### src/hdl/corr_ctrl_defines.svh
// corr_ctrl_defines.svh: timing counts and fixed values for the correlator control block
// assumes: included by bare name from the design module
`ifndef CORR_CTRL_DEFINES_SVH
`define CORR_CTRL_DEFINES_SVH
// ----------------------------------------------------------------
// frame timing
// ----------------------------------------------------------------
`define FRAME_UNIT_SAMPLES 32'd125000
`define FRAME_MULT_MAX 9'd256
`define FRAME_PULSE_LEN 9'd256
// ----------------------------------------------------------------
// strobe exponents
// ----------------------------------------------------------------
`define STROBE_EXP_MAX 3'd7
// ----------------------------------------------------------------
// source select codes
// ----------------------------------------------------------------
`define SRC_FORMATTER 2'h0
`define SRC_TRACK_A 2'h1
`define SRC_TRACK_B 2'h2
`endif

### src/hdl/corr_ctrl_pkg.sv
// corr_ctrl_pkg.sv: types shared by the correlator control block
// assumes: the defines header sits beside it
package corr_ctrl_pkg;
  // ----------------------------------------------------------------
  // function of the block
  // ----------------------------------------------------------------
  typedef enum logic [1:0] {
    MODE_IDLE,
    MODE_CORRELATE,
    MODE_CAPTURE
  } use_mode_e;
endpackage : corr_ctrl_pkg

### src/hdl/correlator_control_timing.sv
// correlator_control_timing.sv: frame, accumulate and shift strobes for the correlator chip,
// with source selection and sample-stream routing to the four-way multiplexer inputs.
// assumes: ref_clk at 40 MHz oversamples every sample clock and tick; config inputs are
// quasi-static levels from the processor on the same clock.
//
// Contract
// - frame pulse period is n times 125000 samples
// - frame pulse lasts 256 sample clocks
// - accumulate strobe one clock, period 2^n
// - accumulate strobe high first sample after frame
// - shift strobe one clock, period 2^n
// - shift strobe high first sample after frame
// - sync errors never shorten a frame
// - frames realign to an arriving second tick
// - frames flywheel when no tick arrives
// - formatter: four 2-bit channels with tick
// - all four formatter channels processed together
// - track bit may replace first sideband channel
// - track mode holds magnitude bit constant
// - track input handled up to 16 Mbit/s
// - count only delivered track clock edges
// - one track decoder feeds correlator at once
// - correlator and capture buffer never together
// - state counting routes one stream to all
`timescale 1ns/1ps
`include "corr_ctrl_defines.svh"

module correlator_control_timing #(
  parameter int UNIT_SAMPLES = 125000,
  parameter int PULSE_LEN = 256
) (
  // clock and reset
  input wire logic ref_clk,
  input wire logic reset,
  // formatter source (asynchronous pins)
  input wire logic fmt_clk,
  input wire logic fmt_second_tick,
  input wire logic [7:0] fmt_data,
  // track decoders (asynchronous pins)
  input wire logic trk_a_clk,
  input wire logic trk_a_data,
  input wire logic trk_a_second_tick,
  input wire logic trk_b_clk,
  input wire logic trk_b_data,
  input wire logic trk_b_second_tick,
  // configuration from processor
  input wire logic [1:0] source_sel,
  input wire logic [7:0] frame_mult_m1,
  input wire logic [2:0] add_exp,
  input wire logic [2:0] shift_exp,
  input wire logic magnitude_level,
  input wire logic state_count,
  input wire logic [1:0] state_route,
  input wire logic correlate_req,
  input wire logic capture_req,
  // correlator side
  output logic [7:0] mux_data,
  output logic [3:0] mux_valid,
  output logic frame_start_pulse,
  output logic accumulate_enable,
  output logic shift_enable,
  output logic sample_strobe,
  output logic capture_grant,
  output logic frame_done
);
  // ----------------------------------------------------------------
  // pin synchronisers
  // ----------------------------------------------------------------
  logic [13:0] meta_ff;
  logic [13:0] sync_ff;
  // tick and clock pins settle through two flops before anyone looks
  always_ff @(posedge ref_clk or posedge reset) begin
    if (reset) begin
      meta_ff <= 14'h0000;
      sync_ff <= 14'h0000;
    end else begin
      meta_ff <= {fmt_clk, fmt_second_tick, fmt_data, trk_a_clk, trk_a_data, trk_a_second_tick, trk_b_clk};
      sync_ff <= meta_ff;
    end
  end
  logic [2:0] trkb_meta_ff;
  logic [2:0] trkb_sync_ff;
  always_ff @(posedge ref_clk or posedge reset) begin
    if (reset) begin
      trkb_meta_ff <= 3'h0;
      trkb_sync_ff <= 3'h0;
    end else begin
      trkb_meta_ff <= {trk_b_data, trk_b_second_tick, 1'b0};
      trkb_sync_ff <= trkb_meta_ff;
    end
  end

  // ----------------------------------------------------------------
  // source selection
  // ----------------------------------------------------------------
  logic sel_clk;
  logic sel_tick;
  logic sel_bit;
  logic use_track;
  // only one decoder is routed at a time; the other is simply ignored
  always_comb begin
    use_track = 1'b0;
    sel_clk = sync_ff[13];
    sel_tick = sync_ff[12];
    sel_bit = 1'b0;
    case (source_sel)
      `SRC_TRACK_A: begin
        use_track = 1'b1;
        sel_clk = sync_ff[3];
        sel_tick = sync_ff[1];
        sel_bit = sync_ff[2];
      end
      `SRC_TRACK_B: begin
        use_track = 1'b1;
        sel_clk = sync_ff[0];
        sel_tick = trkb_sync_ff[1];
        sel_bit = trkb_sync_ff[2];
      end
      default: begin
        use_track = 1'b0;
      end
    endcase
  end

  // ----------------------------------------------------------------
  // sample edge and tick edge detection
  // ----------------------------------------------------------------
  logic clk_d_ff;
  logic tick_d_ff;
  logic tick_seen_ff;
  logic sample_edge;
  logic tick_edge;
  // a stopped track clock gives no edges, so parity gaps are skipped naturally
  always_ff @(posedge ref_clk or posedge reset) begin
    if (reset) begin
      clk_d_ff <= 1'b0;
      tick_d_ff <= 1'b0;
    end else begin
      clk_d_ff <= sel_clk;
      tick_d_ff <= sel_tick;
    end
  end
  assign sample_edge = sel_clk & ~clk_d_ff;
  assign tick_edge = sel_tick & ~tick_d_ff;

  // tick is latched until the next sample edge, which is where it takes effect
  always_ff @(posedge ref_clk or posedge reset) begin
    if (reset) begin
      tick_seen_ff <= 1'b0;
    end else if (tick_edge) begin
      tick_seen_ff <= 1'b1; // set wins over the clear
    end else if (sample_edge) begin
      tick_seen_ff <= 1'b0;
    end
  end

  // ----------------------------------------------------------------
  // mode arbitration
  // ----------------------------------------------------------------
  corr_ctrl_pkg::use_mode_e mode_ff;
  logic run;
  // correlator and capture buffer exclude each other; a held mode keeps the grant
  always_ff @(posedge ref_clk or posedge reset) begin
    if (reset) begin
      mode_ff <= corr_ctrl_pkg::MODE_IDLE;
    end else begin
      case (mode_ff)
        corr_ctrl_pkg::MODE_IDLE: begin
          if (correlate_req) begin
            mode_ff <= corr_ctrl_pkg::MODE_CORRELATE;
          end else if (capture_req) begin
            mode_ff <= corr_ctrl_pkg::MODE_CAPTURE;
          end
        end
        corr_ctrl_pkg::MODE_CORRELATE: begin
          if (!correlate_req) begin
            mode_ff <= corr_ctrl_pkg::MODE_IDLE;
          end
        end
        corr_ctrl_pkg::MODE_CAPTURE: begin
          if (!capture_req) begin
            mode_ff <= corr_ctrl_pkg::MODE_IDLE;
          end
        end
        default: begin
          mode_ff <= corr_ctrl_pkg::MODE_IDLE;
        end
      endcase
    end
  end
  assign run = (mode_ff == corr_ctrl_pkg::MODE_CORRELATE);

  // ----------------------------------------------------------------
  // frame counter
  // ----------------------------------------------------------------
  logic [25:0] frame_cnt_ff;
  logic [25:0] frame_last;
  logic [25:0] stretch_ff;
  logic frame_wrap;
  logic realign_ff;
  logic tick_take;
  // period is (m+1) * unit samples; multiplier input is n-1 so n spans 1..256
  assign frame_last = 26'((32'(frame_mult_m1) + 32'd1) * 32'(UNIT_SAMPLES) - 32'd1);
  assign frame_wrap = (frame_cnt_ff >= frame_last + stretch_ff);
  // one off-boundary tick per frame is taken, which bounds the stretch to one period
  assign tick_take = sample_edge && tick_seen_ff && !realign_ff && (frame_cnt_ff != 26'h0000000);

  // an off-boundary tick stretches the running frame so the next one starts a full period
  // after the tick: realigned, yet never short; a tick on a true boundary costs nothing
  always_ff @(posedge ref_clk or posedge reset) begin
    if (reset) begin
      realign_ff <= 1'b0;
      stretch_ff <= 26'h0000000;
    end else if (!run) begin
      realign_ff <= 1'b0;
      stretch_ff <= 26'h0000000;
    end else if (tick_take) begin
      realign_ff <= 1'b1;
      stretch_ff <= frame_cnt_ff;
    end else if (sample_edge && frame_wrap) begin
      realign_ff <= 1'b0;
      stretch_ff <= 26'h0000000;
    end
  end

  // frames flywheel at the programmed period when no tick comes; a taken tick stretches the running frame
  always_ff @(posedge ref_clk or posedge reset) begin
    if (reset) begin
      frame_cnt_ff <= 26'h0000000;
    end else if (!run) begin
      frame_cnt_ff <= 26'h0000000;
    end else if (sample_edge) begin
      if (frame_wrap && !tick_take) begin
        frame_cnt_ff <= 26'h0000000;
      end else begin
        frame_cnt_ff <= frame_cnt_ff + 26'h0000001;
      end
    end
  end

  // ----------------------------------------------------------------
  // strobes
  // ----------------------------------------------------------------
  logic [6:0] add_cnt_ff;
  logic [6:0] shift_cnt_ff;
  logic pulse_end;

  function automatic logic [6:0] exp_mask(input logic [2:0] e);
    exp_mask = 7'((8'h01 << e) - 8'h01);
  endfunction

  // first sample after the pulse falls is frame count PULSE_LEN; phase counters load 1 there, so that sample is phase zero
  assign pulse_end = (frame_cnt_ff == 26'(PULSE_LEN));

  always_ff @(posedge ref_clk or posedge reset) begin
    if (reset) begin
      add_cnt_ff <= 7'h00;
      shift_cnt_ff <= 7'h00;
    end else if (!run) begin
      add_cnt_ff <= 7'h00;
      shift_cnt_ff <= 7'h00;
    end else if (sample_edge) begin
      add_cnt_ff <= pulse_end ? 7'h01 : (add_cnt_ff + 7'h01) & exp_mask(add_exp);
      shift_cnt_ff <= pulse_end ? 7'h01 : (shift_cnt_ff + 7'h01) & exp_mask(shift_exp);
    end
  end

  // outputs present the state of the sample just taken; n=0 gives a mask of zero, always high
  always_ff @(posedge ref_clk or posedge reset) begin
    if (reset) begin
      frame_start_pulse <= 1'b0;
      accumulate_enable <= 1'b0;
      shift_enable <= 1'b0;
      sample_strobe <= 1'b0;
      frame_done <= 1'b0;
    end else begin
      sample_strobe <= run & sample_edge;
      frame_done <= run & sample_edge & frame_wrap & !tick_take;
      if (!run) begin
        frame_start_pulse <= 1'b0;
        accumulate_enable <= 1'b0;
        shift_enable <= 1'b0;
      end else if (sample_edge) begin
        frame_start_pulse <= (frame_cnt_ff < 26'(PULSE_LEN));
        accumulate_enable <= pulse_end || ((add_cnt_ff & exp_mask(add_exp)) == 7'h00);
        shift_enable <= pulse_end || ((shift_cnt_ff & exp_mask(shift_exp)) == 7'h00);
      end
    end
  end

  // ----------------------------------------------------------------
  // sample routing to the multiplexer inputs
  // ----------------------------------------------------------------
  // data[2k+1] sign, data[2k] magnitude for channel k; channel 0 is the first sideband
  always_ff @(posedge ref_clk or posedge reset) begin
    if (reset) begin
      mux_data <= 8'h00;
      mux_valid <= 4'h0;
      capture_grant <= 1'b0;
    end else begin
      capture_grant <= (mode_ff == corr_ctrl_pkg::MODE_CAPTURE);
      if (sample_edge) begin
        if (state_count) begin
          mux_data <= {4{sync_ff[11:10]}};
          mux_valid <= 4'h1 << sync_ff[11:10];
        end else if (use_track) begin
          mux_data <= {sync_ff[9:4], sel_bit, magnitude_level};
          mux_valid <= 4'h1;
        end else begin
          mux_data <= sync_ff[11:4];
          mux_valid <= 4'hF;
        end
      end
    end
  end
endmodule : correlator_control_timing

### config.mk
export PLATFORM = sky130hd
export DESIGN_NAME = correlator_control_timing
export DESIGN_NICKNAME = d
export VERILOG_FILES = /design/src/hdl/corr_ctrl_pkg.sv /design/src/hdl/correlator_control_timing.sv
export VERILOG_INCLUDE_DIRS = /design/src /design/src/hdl
export SDC_FILE = /design/constraint.sdc
export NUM_CORES = 1
export LEC_CHECK = 0
export BUFFER_PORTS_ARGS = -buffer_cell sky130_fd_sc_hd__clkbuf_2
export CORE_ASPECT_RATIO = 1.4
export CORE_MARGIN = 8
export CORE_UTILIZATION = 35
export DETAILED_ROUTE_END_ITERATION = 8
export PLACE_DENSITY = 0.6
export SYNTH_ARGS = -nofsm -noshare
export SYNTH_HDL_FRONTEND = slang
export SYNTH_SLANG_ARGS = --single-unit
### constraint.sdc
create_clock -name ref_clk -period 4.5 [get_ports ref_clk]
set_input_delay 0.225 -clock ref_clk [delete_from_list [all_inputs] [get_ports ref_clk]]
set_output_delay 0.225 -clock ref_clk [all_outputs]
set_load 0.01 [all_outputs]
==> impl_results.md <==
* Synth warn at 0
* FF-to-FF End: stretch_ff[2]$_DFFE_PP0P_
* RSZ-0062 raised after global routing: true
* Post-place setup slack at -2684 ps
* Synth Area in Adders at 22.24%
* Setup ws final at -2185 ps
* Post-Synth XOR/XNOR Area at 5.931%
* Min Clock Period, post-route at 6685 ps
* Total congestion overflow at 0
* Hold slack at 48.65 ps
* Largest area contributor in the netlist: dfrtp_1
* Commonest non-fill, non-tap cell in the layout: buf_4
* Syn_area_per_cell at 9.160 um2
* Clk_skew at 8.392 ps
* Post-synth top area share at 31.80%
* Primary FF master, synth: dfrtp_1
* Max_slew headroom at 30.01%
* Yosys cell types at 73
* Vias in the first global route at 8692
* Yosys reg bits at 122
* Remaining DRCs at 0
* Power Total at 0.01067 W
* Rows at 71
* Crit path DAT at 6990 ps
* Tcrit/Tclk final at 148.6%
* Tightest Pin Transition at 1048 ps
* Largest net degree at the start of global routing at 46
* Worst setup EP type: flip-flop
* Routed wire length at 24.50 mm
* Die area at 33060 um2
* Req. time, crit path at 4810 ps
* Routed wire per std cell at 14.72 um
* Crit path launch type: input pin
* Synthesized cell area at 9599 um2
* Clock-pin slew on the worst setup and hold paths at 60 ps
* Longest Clk Path Bufs at 2
* Total core area at 26920 um2
* CP peak stage delay at 590 ps
* CP most frequent cell: buf_6
* Final Hold Viols at 0
* CTS tree: built
* Port Buffer Count at 55
* I/O Pins at 58
* Area added between synthesis and finish at 35.26%
* Status: complete, but fails checks
* Worst VDD drop at 0.0005548 V
* Detail Route Antenna Nets at 0
* Iteration-0 DRC count of the detailed router at 371
* Length of the first detailed-routing pass in iterations at 7
* TritonCTS Buffers at 17
* HP Class: in2reg
* Worst Hold Path EP: mode_ff[1]$_DFFE_PP0P_
* Layout Utilization at 48.24%
* Routed via count at 8335
* Clock latency on the worst-skew pair at 420 ps
* Standby leakage power at 6.342 nW
* Chip width at 156.0 um
* Clk sinks at 122
* Setup violations, final at 54
* Routed vias/inst at 5.009
* Initial Utilization at 35.66%
* GRT Util Overall at 15.36%
* CP max FO at 6
* Max Slew Vio Count at 0
* Root Buffer: clkbuf_16
* Net count, final at 1484
* Global-route wire length before repair at 41.19 mm
* WS Path Type: in2reg
* CTS H-Tree Depth at 4
* Post-Syn Nets at 1246
* Initial antenna violation count at 0
* DIE HEIGHT at 212.0 um
* RePlAce Congestion at 0.8389
* Max-Cap Viols at 0
* Power per cell area at 821.9 nW/um2
* Hold path cells at 2
* Fmax at 149.6 MHz
* Dpl hpwl at 18.65 mm
* Crit-path slowest cell: fa_1
* Mux share of post-synthesis cell area at 0.4301%
* Failing checks: negative setup slack
* Synth area leaders: dfrtp_1 32%, ha_1 18%, inv_1 5.6%
* Part of the Yosys area used for sequential elements at 31.80%
* Synth Area in Simple Gates at 14.95%
* Synth async-reset ratio at 100.0%
* Most frequent cells in the layout: 158 x buf_4, 132 x inv_1, 122 x dfrtp_1
* Reg-to-Reg Start: stretch_ff[6]$_DFFE_PP0P_
* Mapped Cells at 1048
* Synth Area in Compound Gates at 17.67%
* Post-synth EDFFs at 0
* Setup TNS at -113770 ps
* Antenna Cells at 0
* Largest family of logic cells by synthesized area: adder cells
* Startpoint of the worst hold path: capture_req
* Share of cells above drive strength 1 at 27.56%
* R2r setup slk at -380 ps
* Reg2Reg Depth at 21
power by group:
part	switching, W	internal, W	total, W	leakage [nW]
registers	0.0000343	0.00116	0.00119	1.60
clock network	0.000578	0.000794	0.00137	0.296
logic	0.00392	0.00419	0.00811	4.45
total	0.00453	0.00614	0.0107	6.34
Yosys cell counts (9+ instances only):
cell type	count
nand2_1	67
fa_1	21
xnor2_1	31
and2_1	11
nor3_1	16
inv_1	143
a21oi_1	41
o21ai_1	11
nand3_1	35
nand4_1	14
o21ai_0	45
a211oi_1	9
dfrtp_1	122
and3_1	13
xor2_1	34
a22o_1	26
clkbuf_1	17
o31ai_1	12
a31oi_1	15
nand2b_1	9
ha_1	137
nor2_1	60
nor2b_1	19
a21o_1	23
critical path, delay by kind of cell:
kind	cells	cell delay (ps)
buffers and inverters	9	870
and+or+nand+nor	5	1040
muxes	1	170
AOI/OAI and AO/OA	7	1340
xor gates and xnor gates	3	580
adders and majority gates	8	2760
what timing repair did:
item	CTS	global route
hold buffers	17	0
gates resized for setup	34	38
endpoints found under the setup margin	54	54
pin swaps	31	35
setup buffers	15	1
endpoints found under the hold margin	51	0
gates cloned	2	1
how the worst max path moves through the flow:
stage,start,to,slack [ps],cells after the start
floorplan,frame_mult_m1[0],frame_cnt_ff[13]$_DFFE_PP0P_,-2320,36
global route,frame_mult_m1[4],frame_cnt_ff[12]$_DFFE_PP0P_,-2470,34
finish,frame_mult_m1[4],frame_cnt_ff[22]$_DFFE_PP0P_,-2190,33
detailed placement,frame_mult_m1[0],frame_cnt_ff[14]$_DFFE_PP0P_,-2680,32
global placement,frame_mult_m1[4],stretch_ff[3]$_DFFE_PP0P_,-2580,35
CTS,frame_mult_m1[4],frame_cnt_ff[13]$_DFFE_PP0P_,-2160,30
logic make-up after synthesis:
| kind of cell | after synthesis |
|---|---|
| compound gates | 245 |
| fa+ha+maj | 158 |
| mux | 4 |
| buf+inv | 172 |
| simple gates | 282 |
| flops | 122 |
| xor+xnor | 65 |
sequential cells by signal, summed over array words and instances, names as in the netlist, 2 cells and up:
signal        flops
frame_cnt_ff     26
stretch_ff       26
meta_ff          14
sync_ff          14
mux_data          8
add_cnt_ff        7
shift_cnt_ff      7
mux_valid         4
mode_ff           2
trkb_meta_ff      2
trkb_sync_ff      2
layer usage:
metal  share of wire (%)  track usage [%]  routed length [um]
met1                  42            17.31               10220
met3                 2.4            2.245                 587
met2                  53            28.60               13050
met5                   0                0                   0
met4                 2.6            5.671                 639
layout make-up:
type	instances	area, um2
Multi-Input combinational cell	755	6426
Timing Repair Buffer	245	1901
Tap cell	365	456.7
Sequential cell	122	3053
Clock buffer	17	425.4
Inverter	145	549.3
Fill cell	2534	13930
Clock inverter	15	172.7
stage by stage:
step,cell area [um2],instances
floorplan,9947,1048
global placement,11720,1597
detailed placement,11720,1597
CTS,12810,1662
global route,12980,1664
finish,12980,1664
No activity file was read; power rests on OpenSTA's default activity.
